<file path="src/rtl/hbag_pkg.sv">
package hbag_pkg;

  // Byte-wide register addresses on the microcontroller register port
  localparam logic [15:0] HBAG_ADDR_MODE = 16'hF0E1;
  localparam logic [15:0] HBAG_ADDR_OFFS_LO = 16'hF0E8;
  localparam logic [15:0] HBAG_ADDR_OFFS_HI = 16'hF0E9;
  localparam logic [15:0] HBAG_ADDR_OFFE_LO = 16'hF0EA;
  localparam logic [15:0] HBAG_ADDR_OFFE_HI = 16'hF0EB;
  localparam logic [15:0] HBAG_ADDR_SFRM_LO = 16'hF0EC;
  localparam logic [15:0] HBAG_ADDR_SFRM_HI = 16'hF0ED;
  localparam logic [15:0] HBAG_ADDR_CFRM_LO = 16'hF0EE;
  localparam logic [15:0] HBAG_ADDR_CFRM_HI = 16'hF0EF;
  localparam logic [15:0] HBAG_ADDR_LIMIT_LO = 16'hF0F8;
  localparam logic [15:0] HBAG_ADDR_LIMIT_HI = 16'hF0F9;

  // Mode register bit positions
  localparam int HBAG_MODE_BURST = 0;
  localparam int HBAG_MODE_DIR = 1;
  localparam int HBAG_MODE_DUAL = 2;
  localparam int HBAG_MODE_STR_PTR = 3;
  localparam int HBAG_MODE_END_PTR = 4;
  localparam int HBAG_MODE_NIBBLE = 5;

  // Values after reset
  localparam logic [3:0] HBAG_MODE_RST = 4'h0;
  localparam logic [8:0] HBAG_FRAME_RST = 9'h000;
  localparam logic [11:0] HBAG_OFF_RST = 12'h000;
  localparam logic [2:0] HBAG_PACE_RST = 3'h0;

  // One frame is 3 kbytes of DRAM
  localparam logic [20:0] HBAG_FRAME_BYTES = 21'h0_0C00;

  // Access pacing at the 50 ns system clock
  localparam int HBAG_CLK_PS = 50000;
  localparam int HBAG_T_SINGLE_BYTE_PS = 147500;
  localparam int HBAG_T_SINGLE_NIB_PS = 236000;
  localparam int HBAG_CYC_SINGLE_BYTE = (HBAG_T_SINGLE_BYTE_PS + HBAG_CLK_PS - 1) / HBAG_CLK_PS;
  localparam int HBAG_CYC_SINGLE_NIB = (HBAG_T_SINGLE_NIB_PS + HBAG_CLK_PS - 1) / HBAG_CLK_PS;
  localparam int HBAG_CYC_BURST_BYTE = 1;
  localparam int HBAG_CYC_BURST_NIB = 2 * HBAG_CYC_BURST_BYTE;

  typedef struct packed {
    logic nibble;
    logic dual;
    logic dirWrite;
    logic burst;
  } hbag_mode_t;

  typedef struct packed {
    logic req;
    logic burst;
    logic write;
    logic [20:0] addr;
    logic [7:0] wdata;
  } hbag_dram_req_t;

  typedef struct packed {
    logic ptr;
    logic [11:0] a;
    logic [11:0] b;
  } hbag_pair_t;

  typedef struct packed {
    logic [2:0] pace;
  } hbag_seq_t;

  typedef enum logic [0:0] {
    HBAG_PH_A = 1'b0,
    HBAG_PH_B = 1'b1
  } hbag_phase_t;

endpackage

</file>
<file path="src/rtl/hbag_host_addr_gen.sv">
`timescale 1ns/1ns
// Behaviour
// Software writes the mode register first, then all transfer registers, then starts.
// Burst select high uses back-to-back burst accesses; low uses single accesses.
// Direction low reads DRAM toward the host bus; high writes host data in.
// Dual select low: single offset mode, one offset block per frame.
// Each frame runs start to end offset inclusive, then frame increments.
// Dual mode transfers range A then range B before the frame increments.
// After reset both start and end pair pointers select A.
// In dual mode a high byte write toggles that register's A/B pointer.
// Mode register read shows both pair pointer states as separate bits.
// Mode write with a pointer bit low clears that pointer to A.
// Frame counter loads from start frame, increments, clears after last frame.
// Software rewrites start frame to change the counter, every pass if non-zero.
// Current 9-bit frame readable as two read-only bytes, bit 8 upper.
// Start offset is 12 bits, low byte plus four-bit high byte.
// End offset is 12 bits, low byte plus four-bit high byte.
// Software writes A start offset last when both pairs are used.
// In dual mode reads after writing A return the B pair.
// Start frame acts on addressing at once, even mid-access.
// Nibble mode doubles burst time, single access 236 ns not 147.5 ns.
// Front-end writes come 833 ns apart; software avoids DRAM at frame end.
// Frame limit sets the wrap point of the frame counter.
// Each frame is 3 kbytes of DRAM.
// DRAM address is frame times frame size plus offset; offset steps per byte.
// A byte moves only when DMA request and buffer grant agree; else hold.
module hbag_host_addr_gen
  import hbag_pkg::*;
(
  input wire logic clk_sys,
  input wire logic rstn,
  input wire logic [15:0] regAddr,
  input wire logic [7:0] regWrData,
  input wire logic regWr,
  input wire logic regRd,
  output logic [7:0] regRdData,
  input wire logic dmaReq,
  input wire logic [7:0] dmaWrData,
  output logic dmaAck,
  output logic [7:0] dmaRdData,
  output hbag_dram_req_t bufReqOut,
  input wire logic bufGrant,
  input wire logic [7:0] bufRdData
);
  typedef struct packed {
    hbag_mode_t mode;
    logic [8:0] limit;
    logic [8:0] startFrame;
    logic [8:0] frame;
    logic [11:0] off;
    hbag_phase_t phase;
    logic [7:0] rdData;
    logic [7:0] wdata;
    logic [7:0] dmaRd;
  } hbag_main_t;

  hbag_main_t s_r;
  hbag_main_t s_nxt;

  logic wrMode;
  logic wrOffsLo;
  logic wrOffsHi;
  logic wrOffeLo;
  logic wrOffeHi;
  logic startPtr;
  logic endPtr;
  logic [11:0] startRd;
  logic [11:0] startA;
  logic [11:0] startB;
  logic [11:0] endRd;
  logic [11:0] endA;
  logic [11:0] endB;
  logic seqReq;
  logic move;
  logic [11:0] endSel;
  logic blockDone;
  logic frameDone;
  logic [9:0] frameInc;
  logic [8:0] frameNext;

  assign wrMode = regWr && (regAddr == HBAG_ADDR_MODE);
  assign wrOffsLo = regWr && (regAddr == HBAG_ADDR_OFFS_LO);
  assign wrOffsHi = regWr && (regAddr == HBAG_ADDR_OFFS_HI);
  assign wrOffeLo = regWr && (regAddr == HBAG_ADDR_OFFE_LO);
  assign wrOffeHi = regWr && (regAddr == HBAG_ADDR_OFFE_HI);

  hbag_offset_pair u_start_pair (
    .clk_sys(clk_sys),
    .rstn(rstn),
    .wrLo(wrOffsLo),
    .wrHi(wrOffsHi),
    .wrData(regWrData),
    .dual(s_r.mode.dual),
    .ptrClr(wrMode && !regWrData[HBAG_MODE_STR_PTR]),
    .ptr(startPtr),
    .rdVal(startRd),
    .valA(startA),
    .valB(startB)
  );

  hbag_offset_pair u_end_pair (
    .clk_sys(clk_sys),
    .rstn(rstn),
    .wrLo(wrOffeLo),
    .wrHi(wrOffeHi),
    .wrData(regWrData),
    .dual(s_r.mode.dual),
    .ptrClr(wrMode && !regWrData[HBAG_MODE_END_PTR]),
    .ptr(endPtr),
    .rdVal(endRd),
    .valA(endA),
    .valB(endB)
  );

  hbag_dram_seq u_seq (
    .clk_sys(clk_sys),
    .rstn(rstn),
    .want(dmaReq),
    .burst(s_r.mode.burst),
    .nibble(s_r.mode.nibble),
    .grant(bufGrant),
    .req(seqReq),
    .move(move)
  );

  // Block and frame boundaries
  assign endSel = (s_r.phase == HBAG_PH_B) ? endB : endA;
  assign blockDone = move && (s_r.off == endSel);
  assign frameDone = blockDone && (!s_r.mode.dual || s_r.phase == HBAG_PH_B);
  assign frameInc = {1'b0, s_r.frame} + 10'h001;
  // A limit of zero keeps the counter at frame zero
  assign frameNext = (frameInc >= {1'b0, s_r.limit}) ? HBAG_FRAME_RST : frameInc[8:0];

  always_comb begin
    s_nxt = s_r;
    s_nxt.rdData = 8'h00;
    if (dmaReq) s_nxt.wdata = dmaWrData;
    if (move && !s_r.mode.dirWrite) s_nxt.dmaRd = bufRdData;

    // Offset and frame walk, frozen unless a byte really moves
    if (frameDone) begin
      s_nxt.phase = HBAG_PH_A;
      s_nxt.off = startA;
      s_nxt.frame = frameNext;
    end else if (blockDone) begin
      s_nxt.phase = HBAG_PH_B;
      s_nxt.off = startB;
    end else if (move) begin
      s_nxt.off = s_r.off + 12'h001;
    end

    if (regWr) begin
      unique case (regAddr)
        HBAG_ADDR_MODE: begin
          s_nxt.mode.burst = regWrData[HBAG_MODE_BURST];
          s_nxt.mode.dirWrite = regWrData[HBAG_MODE_DIR];
          s_nxt.mode.dual = regWrData[HBAG_MODE_DUAL];
          s_nxt.mode.nibble = regWrData[HBAG_MODE_NIBBLE];
        end
        HBAG_ADDR_OFFS_HI: begin
          // Writing the A start high byte reloads the running offset
          if (!startPtr) begin
            s_nxt.off = {regWrData[3:0], startA[7:0]};
            s_nxt.phase = HBAG_PH_A;
          end
        end
        HBAG_ADDR_SFRM_LO: begin
          s_nxt.startFrame[7:0] = regWrData;
        end
        HBAG_ADDR_SFRM_HI: begin
          s_nxt.startFrame[8] = regWrData[0];
          // Takes effect at once, even mid-access
          s_nxt.frame = {regWrData[0], s_r.startFrame[7:0]};
        end
        HBAG_ADDR_LIMIT_LO: begin
          s_nxt.limit[7:0] = regWrData;
        end
        HBAG_ADDR_LIMIT_HI: begin
          s_nxt.limit[8] = regWrData[0];
        end
        default: begin
        end
      endcase
    end

    if (regRd) begin
      unique case (regAddr)
        HBAG_ADDR_MODE: begin
          s_nxt.rdData[HBAG_MODE_BURST] = s_r.mode.burst;
          s_nxt.rdData[HBAG_MODE_DIR] = s_r.mode.dirWrite;
          s_nxt.rdData[HBAG_MODE_DUAL] = s_r.mode.dual;
          s_nxt.rdData[HBAG_MODE_STR_PTR] = startPtr;
          s_nxt.rdData[HBAG_MODE_END_PTR] = endPtr;
          s_nxt.rdData[HBAG_MODE_NIBBLE] = s_r.mode.nibble;
        end
        HBAG_ADDR_OFFS_LO: s_nxt.rdData = startRd[7:0];
        HBAG_ADDR_OFFS_HI: s_nxt.rdData = {4'h0, startRd[11:8]};
        HBAG_ADDR_OFFE_LO: s_nxt.rdData = endRd[7:0];
        HBAG_ADDR_OFFE_HI: s_nxt.rdData = {4'h0, endRd[11:8]};
        HBAG_ADDR_SFRM_LO: s_nxt.rdData = s_r.startFrame[7:0];
        HBAG_ADDR_SFRM_HI: s_nxt.rdData = {7'h00, s_r.startFrame[8]};
        HBAG_ADDR_CFRM_LO: s_nxt.rdData = s_r.frame[7:0];
        HBAG_ADDR_CFRM_HI: s_nxt.rdData = {7'h00, s_r.frame[8]};
        HBAG_ADDR_LIMIT_LO: s_nxt.rdData = s_r.limit[7:0];
        HBAG_ADDR_LIMIT_HI: s_nxt.rdData = {7'h00, s_r.limit[8]};
        default: s_nxt.rdData = 8'h00;
      endcase
    end
  end

  always_ff @(posedge clk_sys or negedge rstn) begin
    if (!rstn) begin
      s_r <= '{
        mode: hbag_mode_t'(HBAG_MODE_RST),
        limit: HBAG_FRAME_RST,
        startFrame: HBAG_FRAME_RST,
        frame: HBAG_FRAME_RST,
        off: HBAG_OFF_RST,
        phase: HBAG_PH_A,
        rdData: 8'h00,
        wdata: 8'h00,
        dmaRd: 8'h00
      };
    end else begin
      s_r <= s_nxt;
    end
  end

  assign regRdData = s_r.rdData;
  assign dmaAck = move;
  assign dmaRdData = s_r.dmaRd;
  // Address follows frame and offset registers with no extra stage
  assign bufReqOut.req = seqReq;
  assign bufReqOut.burst = s_r.mode.burst;
  assign bufReqOut.write = s_r.mode.dirWrite;
  assign bufReqOut.addr = 21'(s_r.frame) * HBAG_FRAME_BYTES + 21'(s_r.off);
  assign bufReqOut.wdata = s_r.wdata;
endmodule

</file>
<file path="src/rtl/hbag_offset_pair.sv">
`timescale 1ns/1ns
module hbag_offset_pair
  import hbag_pkg::*;
(
  input wire logic clk_sys,
  input wire logic rstn,
  input wire logic wrLo,
  input wire logic wrHi,
  input wire logic [7:0] wrData,
  input wire logic dual,
  input wire logic ptrClr,
  output logic ptr,
  output logic [11:0] rdVal,
  output logic [11:0] valA,
  output logic [11:0] valB
);
  hbag_pair_t s_r;
  hbag_pair_t s_nxt;

  always_comb begin
    s_nxt = s_r;
    if (wrLo) begin
      if (s_r.ptr) s_nxt.b[7:0] = wrData;
      else s_nxt.a[7:0] = wrData;
    end
    if (wrHi) begin
      if (s_r.ptr) s_nxt.b[11:8] = wrData[3:0];
      else s_nxt.a[11:8] = wrData[3:0];
      if (dual) s_nxt.ptr = ~s_r.ptr;
    end
    if (ptrClr) s_nxt.ptr = 1'b0;
  end

  always_ff @(posedge clk_sys or negedge rstn) begin
    if (!rstn) begin
      s_r <= '{ptr: 1'b0, a: HBAG_OFF_RST, b: HBAG_OFF_RST};
    end else begin
      s_r <= s_nxt;
    end
  end

  assign ptr = s_r.ptr;
  assign rdVal = s_r.ptr ? s_r.b : s_r.a;
  assign valA = s_r.a;
  assign valB = s_r.b;
endmodule

</file>
<file path="src/rtl/hbag_dram_seq.sv">
`timescale 1ns/1ns
module hbag_dram_seq
  import hbag_pkg::*;
(
  input wire logic clk_sys,
  input wire logic rstn,
  input wire logic want,
  input wire logic burst,
  input wire logic nibble,
  input wire logic grant,
  output logic req,
  output logic move
);
  hbag_seq_t s_r;
  hbag_seq_t s_nxt;
  logic [2:0] gap;

  // Single accesses and nibble bursts drop the request between bytes, byte bursts hold it
  always_comb begin
    unique case ({burst, nibble})
      2'b00: gap = 3'(HBAG_CYC_SINGLE_BYTE - 1);
      2'b01: gap = 3'(HBAG_CYC_SINGLE_NIB - 1);
      2'b10: gap = 3'(HBAG_CYC_BURST_BYTE - 1);
      2'b11: gap = 3'(HBAG_CYC_BURST_NIB - 1);
    endcase
  end

  assign req = want && (s_r.pace == 3'h0);
  assign move = req && grant;

  always_comb begin
    s_nxt = s_r;
    if (move) s_nxt.pace = gap;
    else if (s_r.pace != 3'h0) s_nxt.pace = s_r.pace - 3'h1;
  end

  always_ff @(posedge clk_sys or negedge rstn) begin
    if (!rstn) s_r <= '{pace: HBAG_PACE_RST};
    else s_r <= s_nxt;
  end
endmodule

</file>
<file path="config.mk">
export PLATFORM = sky130hd
export DESIGN_NAME = hbag_host_addr_gen
export DESIGN_NICKNAME = d
export VERILOG_FILES = /design/src/rtl/hbag_pkg.sv /design/src/rtl/hbag_host_addr_gen.sv /design/src/rtl/hbag_offset_pair.sv /design/src/rtl/hbag_dram_seq.sv
export SDC_FILE = /design/constraint.sdc
export NUM_CORES = 1
export LEC_CHECK = 0
export BUFFER_PORTS_ARGS = -buffer_cell sky130_fd_sc_hd__buf_2
export CORE_MARGIN = 1.5
export CORE_UTILIZATION = 50
export DETAILED_ROUTE_END_ITERATION = 10
export HOLD_SLACK_MARGIN = 0.02
export PLACE_DENSITY = 0.7
export SYNTH_ARGS = -nofsm -noshare
export SYNTH_HDL_FRONTEND = slang
export SYNTH_HIERARCHICAL = 1
export SYNTH_SLANG_ARGS = --single-unit
</file>
<file path="constraint.sdc">
create_clock -name clk_sys -period 4.3 [get_ports clk_sys]
set_clock_uncertainty 0.15 [all_clocks]
set_input_delay 0.86 -clock clk_sys [delete_from_list [all_inputs] [get_ports clk_sys]]
set_output_delay 0.86 -clock clk_sys [all_outputs]
set_load 0.02 [all_outputs]
</file>
# Yosys cells after proc, flatten, opt, wreduce, memory -nomap -nowiden
# Cells that the tools add are included.
# totals
out_inout_bits	49
word_cells	115
inputBits	46
reg_bits	121
# classes
n_addsub	4
bitwise_logic	2
mul	1
n_reduce_logical	40
muxes	27
order_cmp	1
eq_ne	15
# ops
cell	n
$eq 16x16->1 const B	11
$pmux 6 s11	1
$mux 12	5
$mux 13	3
$reduce_and 2->1	15
$mux 9	3
$mux 22	1
$add 21x12->21	1
$add 12x1->12 const B	1
$eq 12x12->1	1
$logic_and 1x1->1	12
$pmux 3 s4	1
$mul 9x2->11 const B	1
$add 9x1->10 const B	1
$ge 10x9->1	1
$mux 5	2
$pmux 2 s5	1
$reduce_bool 2->1	5
$mux 4	2
$mux 8	1
$mux 3	2
$mux 1	5
$eq 2x2->1 const B	2
$logic_not 1->1	4
other kinds (7)	8

# Logic depth before layout (Yosys ltp)
# Gate-level depths: netlist (run 1).
# logic_depth
ltp_word	9
depth_mapped	12
mapped_depth_nobuf	11

# Hierarchy
# The synthesis (run 1) kept the hierarchy.
# modules_own_cells
module	instances	cells_per_inst	area_each_um2	seq_area_each_um2
hbag_host_addr_gen	1	530	5159.9	1701.6
hbag_offset_pair	2	71	1161.1	625.6
hbag_dram_seq	1	21	212.7	75.1

# Least setup slack after synthesis (run 1)
# Ideal clock, no wire load.
# synth_timing
path_kind	flip-flop to output port
start	register s_r[37] (netlist name)
end	output bufReqOut[28] (netlist name)
arrival_time_ns	2.859
stages_incl_launch_ff	9
path_slack_ns	0.431
path_buffers	0
required_time_ns	3.290
path_cell_list	dfrtp_1 -> ha_1 -> fa_1 -> a211o_1 -> a211o_1 -> a221o_1 -> nor4_2 -> nand4_1 -> xor2_1
# synth_rtl
item	line_no	rtl
from (decl)	hbag_host_addr_gen.sv:57	hbag_main_t s_r;
from (signal assigned)	hbag_host_addr_gen.sv:213	s_r <= '{
from (signal assigned)	hbag_host_addr_gen.sv:225	s_r <= s_nxt;
to (decl)	hbag_host_addr_gen.sv:41	output hbag_dram_req_t bufReqOut,

==> results.toml, run 1 <==
[setup_path]
critical_path_arrival_ps = 3240
cp_top_family = "compound AO/OA/AOI/OAI gates"
crit_slowest_cell = "dfrtp_2"
path_class = "reg2out"
worst_setup_path_end_kind = "primary output"
startpoint_type = "register"
r2r_cells = 11
crit_path_cell_trace = "ha_4 -> fa_2 -> a211o_1 -> a211o_1 -> a221o_1 -> nor4_4 -> nand4_1 -> xor2_1 -> buf_4"
path_buf_inv = 1
required_ps = 3290
cp_max_fo = 5
cp.depth = 9
cpPeakStageDelay_ps = 450
critPathMostFrequentCell = "a211o_1"

[global_routing]
grt_max_degree = 83
grt_overflow_total = 0
grt_pass1_wl_um = 31700
grt.total_usage = 0.256
grt_pass1_vias = 5883
antenna_found_initial = 0

[sta]
setup_viol = 0
relSlewSlack = 0.286
rsz0062_at_grt = "true"
fin_crit_sh = 0.989
slew_violations = 0
worst_pin_slew_ps = 1070
fmax_mhz = 235
hold_ws_ps = 333
min_period_ps = 4250
report.final.hold_viol_count = 0

[route]
dr.pass1.iters = 7
drt-initial-drc-count = 432
drc = 0
avgViaCountPerCell = 5.97
via_count = 5733
drt-wirelength-per-cell_um = 20.6
drt_wl_total_um = 19800
ant_nets = 0

[floorplanning]
core-area_mm2 = 0.0151
rows = 45
ios = 95
die_w_um = 127
start_util = 0.510
fp.dieH_um = 127
die-area_mm2 = 0.0161

[pwr]
p_leak_nw = 4.15
power_density_mw_per_mm2 = 375
irDropWorstVdd_mv = 0.378

[synth]
synth_cells = 693
synth_commonest_cells = "dfrtp_1, mux2_2, nor2_1"
async_reset_ff_frac = 1.00
ys_seq_area_frac = 0.393
yosys.area.top_type = "dfrtp_1"
ys_warn_count = 6
ys_ff_latch = 121
syn_area_mm2 = 0.00769
synth_ff_type = "dfrtp_1"
yosys.cell_count.top_type = "dfrtp_1"
synth_area_leaders = "dfrtp_1, mux2_2, ha_1"
syn_nets = 768
synth_edf_count = 0
ys_types = 66
yosysTopAreaCellShare = 0.393
avgSynthCellArea_um2 = 11.1

[place]
dp.final_hpwl_um = 14500
io_buffers = 94
routabilityCongestion = 0.953
dpl_cell_area_mm2 = 0.00803

[finish]
area_growth_syn_to_layout_pct = 12.7
drive_gt1_frac = 0.374
final_area_mm2 = 0.00868
diodes = 0
nets = 835

[clock_network]
postCtsHoldBufs = 0
cts_num_sinks = 121
cts_tree = "yes"
clkSlewWorstSetupHoldPaths_ps = 60
numCtsBuffers = 17
clock_path_buffers = 2
htree_levels = 4
insertion_delay_ps = 410
cts-root-buf = "clkbuf_16"

[min_path]
hold_class = "reg2reg"
hold_path_depth = 2

[status]
status = "complete, no violations"

[flow_run]
cap_violations = 0
-- tightest hold or removal path, delay by kind of cell (launching register included) --
family | cells | cell delay, ps
flip-flops | 1 | 340
AND/OR/NAND/NOR | 2 | 100
-- flip-flops by register name, indices dropped and copies added (netlist names) --
name / flops
s_r: 42
regRdData: 8
u_end_pair/valA: 12
u_start_pair/valB: 12
u_start_pair/valA: 12
u_seq/s_r: 3
u_start_pair/ptr: 1
bufReqOut: 10
u_end_pair/valB: 12
dmaRdData: 8
u_end_pair/ptr: 1
-- layout make-up --
type	count	area (um2)
Fill cell	1282	6410
Multi-Input combinational cell	490	4170
Sequential cell	121	3030
Timing Repair Buffer	108	602
Clock buffer	21	460
Tap cell	188	235
Clock inverter	11	98.8
Inverter	22	82.6
-- report_power, final --
part | switching [W] | internal (W) | total (W)
Clock | 0.000517 | 0.000821 | 0.00134
Combinational | 0.000345 | 0.000247 | 0.000592
Sequential | 0.0000924 | 0.00123 | 0.00132
-- placed cells by master, fill, tap and decap left out, types with 17 or more instances in the layout --
cell type / instances
nor3_1: 21
xor2_1: 21
clkbuf_16: 17
nand2_1: 30
ha_1: 25
nor2_1: 41
buf_2: 90
mux2_2: 104
a21oi_1: 27
mux2i_1: 23
dfrtp_1: 120
inv_1: 22
xnor2_1: 21
-- cell families after synthesis --
group,share of synthesized area
compound gates,0.0894
simple gates,0.136
buf+inv,0.0701
fa+ha+maj,0.0491
flops,0.393
mux,0.213
xor+xnor,0.0489
-- metrics by stage --
step	total power, W	cells	utilization	setup WS, ps	setup TNS [ps]
2_1_floorplan	0.00183	693	-	431	0
3_3_place_gp	0.00190	925	0.532	398	0
3_5_place_dp	0.00193	925	0.532	284	0
4_1_cts	0.00328	958	0.572	9.25	0
5_1_grt	0.00338	961	0.575	-83.2	-91.2
6_report	0.00325	961	0.575	47.8	0
-- layer usage --
layer | share of wire | routed length, um | global-route usage
met5 | 0 | 0 | 0
met1 | 0.44 | 8770 | 0.350
met4 | 0.027 | 527 | 0.0882
met2 | 0.46 | 9150 | 0.405
met3 | 0.068 | 1340 | 0.0549
-- worst paths after layout --
| path | from | endpoint | slack [ps] |
|---|---|---|---|
| worst max-delay path | s_r[38] | bufReqOut[28] | 50 |
| worst min-delay path | s_r[54] | s_r[54] | 330 |
| worst max register to register | s_r[39] | s_r[39] | 800 |
| worst min register to register | s_r[54] | s_r[54] | 330 |
| max in group asynchronous | rstn | bufReqOut[2] | 2740 |
| min in group asynchronous | rstn | u_end_pair/valA[1] | 500 |
-- timing repair --
| item | in CTS | in global routing |
|---|---|---|
| pin swaps | 1 | 3 |
| gates resized for setup | 6 | 7 |
| endpoints found under the setup margin | 3 | 4 |
| setup buffers | 1 | 3 |
No activity file was read; power rests on OpenSTA's default activity.
==> run 2, diff against run 1 <==
--- a/config.mk
+++ b/config.mk
@@ -8,2 +8,3 @@
 export BUFFER_PORTS_ARGS = -buffer_cell sky130_fd_sc_hd__buf_2
+export CORE_ASPECT_RATIO = 1.75
 export CORE_MARGIN = 1.5
==> constraint.sdc (replaced) <==
create_clock -name clk_sys -period 4.4 [get_ports clk_sys]
set_clock_uncertainty 0.15 [all_clocks]
set_input_delay 0.88 -clock clk_sys [delete_from_list [all_inputs] [get_ports clk_sys]]
set_output_delay 0.88 -clock clk_sys [all_outputs]
set_load 0.005 [all_outputs]
==> run 2 against run 1 <==
Effect of this change: first-iteration DRC count shrank 18%; cell area increased by 0.46%; via count is 1.5% higher; non-clock buffer count grew 2; die area increased by 0.18%; clock-buffer cell count fell by 4; critical path depth did not move; total power fell by 0.81%; sequential share of layout area shrank 0.15 points; hold slack worse by 2.9 ps; sequential power about the same; setup slack better by 67 ps; largest power group unchanged.
==> results.toml, run 2 (synthesis gave the netlist of run 1 again) <==
[floorplanning]
fp.dieH_um = 167
start_util = 0.513
die-area_mm2 = 0.0162
ios = 95
rows = 59
die_w_um = 96.8
core-area_mm2 = 0.0150

[global_routing]
grt.total_usage = 0.266
grt_pass1_vias = 6153
grt_pass1_wl_um = 33600
grt_overflow_total = 0
grt_max_degree = 65
antenna_found_initial = 0

[finish]
multi_input_area_mm2 = 0.00417
final_common_cell = "dfrtp_1"
drive_gt1_frac = 0.378
layout_common_cells = "dfrtp_1, mux2_2, buf_2, nor2_1, nand2_1"
nets = 837
max_flop_register = "s_r"
largest_register_ffs = 42
nFillCells = 1267
seqCellArea_mm2 = 0.00303
diodes = 0
area_growth_syn_to_layout_pct = 13.3

[place]
io_buffers = 94
routabilityCongestion = 0.992
dp.final_hpwl_um = 15800
dpl_worst_slack_ps = 384

[pwr]
p_leak_nw = 4.20
irDropWorstVdd_mv = 0.222
p_clk_frac = 0.446
finalPower_w = 0.00322
power_density_mw_per_mm2 = 370
p_switching_w = 0.000932
switching_share = 0.289
p_int_w = 0.00229
p_seq_frac = 0.408
pwr-share-comb = 0.146

[setup_path]
startpoint = "s_r[38]"
path_class = "reg2out"
crit_path_cell_trace = "ha_4 -> fa_2 -> a211o_1 -> a211o_1 -> a221o_1 -> nor4_4 -> buf_4 -> xor2_1 -> buf_2"
critPathMostFrequentCell = "a211o_1"
regToRegStartpoint = "s_r[39]"
cp_top_family = "compound AO/OA/AOI/OAI gates"
crit_slowest_cell = "dfrtp_2"
startpoint_type = "register"
path_buf_inv = 2
critical_path_arrival_ps = 3260
cpPeakStageDelay_ps = 460
cp_max_fo = 6
worst_setup_path_end_kind = "primary output"
required_ps = 3370

[clock_network]
clock_path_buffers = 2
numCtsBuffers = 17
insertion_delay_ps = 420
cts_num_sinks = 121
htree_levels = 4
cts-root-buf = "clkbuf_16"
cts_tree = "yes"
postCtsHoldBufs = 0
clkSlewWorstSetupHoldPaths_ps = 60

[route]
drc = 0
avgViaCountPerCell = 6.07
drt_wl_total_um = 21100
via_count = 5819
dr.pass1.iters = 5
ant_nets = 0
drt-wirelength-per-cell_um = 22.0
drt-initial-drc-count = 354

[min_path]
min_from = "s_r[54]"
hold_class = "reg2reg"

[sta]
slew_violations = 0
tns_ps = 0
rsz0062_at_grt = "false"
fin_crit_sh = 0.974
fmax_mhz = 233
worst_pin_slew_ps = 889
fin_ws_ps = 115
setup_viol = 0
relSlewSlack = 0.407
report.final.hold_viol_count = 0
min_period_ps = 4290

[status]
status = "complete, no violations"

[flow_run]
cap_violations = 0
-- run 2: changes by cell type in the layout (fill, tap and decap cells not counted), moves of 2 or more --
cell	delta
buf_2	+3
clkinvlp_4	-5
clkbuf_8	-2
clkinv_2	-3
inv_8	+2
clkbuf_1	-2
inv_6	+8
-- run 2: worst register-to-register path: cells and delay by family, from the launching register on --
family	cells	cell delay, ps
adders and majority gates	2	610
xor gates and xnor gates	1	160
AOI/OAI and AO/OA	5	1030
and+or+nand+nor	3	840
DFF	1	540
-- run 2: layer usage --
layer  up-vias  GRT usage  routed length (um)  share of wire
met4         0      0.164                1280          0.061
met1      2936      0.282                7520           0.36
met3        60     0.0401                 727          0.035
li1       2626          -                   -              -
met2       197      0.487               11500           0.55
met5         -          0                   0              0
-- run 2: what timing repair did --
action | in CTS | in global routing
resized for setup | 4 | 5
setup endpoints to repair | 1 | 4
setup buffers | 0 | 6
pin swaps | 0 | 3
cloned | 0 | 0
-- run 2: path summary, 6_finish.rpt --
path | to | slack (ps) | cells after the start
max | bufReqOut[26] | 110 | 9
min | s_r[54] | 330 | 2
max reg2reg | s_r[39] | 990 | 11
min reg2reg | s_r[54] | 330 | 2
max in group asynchronous | s_r[35] | 2890 | 2
min in group asynchronous | bufReqOut[3] | 370 | 1
-- run 2: through the flow --
step | instances | hold WS (ps) | area (um2) | utilization
floorplan | 693 | 289 | 7690 | -
global placement | 920 | 307 | 8030 | 0.536
detailed placement | 920 | 316 | 8030 | 0.536
CTS | 952 | 331 | 8650 | 0.577
global route | 958 | 359 | 8720 | 0.582
finish | 958 | 330 | 8720 | 0.582
-- run 2: area by class of cell --
class / count / share of cell area
Clock buffer: 17 / 0.0488
Clock inverter: 15 / 0.0204
Inverter: 22 / 0.00947
Sequential cell: 121 / 0.348
Timing Repair Buffer: 110 / 0.0695
Multi-Input combinational cell: 490 / 0.478
Tap cell: 183 / 0.0263
-- run 2: power groups by stage --
stage	clock network (W)	registers (W)	logic, W
3_5_place_dp	0	0.00133	0.000471
3_3_place_gp	0	0.00133	0.000449
4_1_cts	0.00146	0.00131	0.000474
2_1_floorplan	0	0.00127	0.000431
5_1_grt	0.00152	0.00132	0.000514
6_report	0.00144	0.00131	0.000471
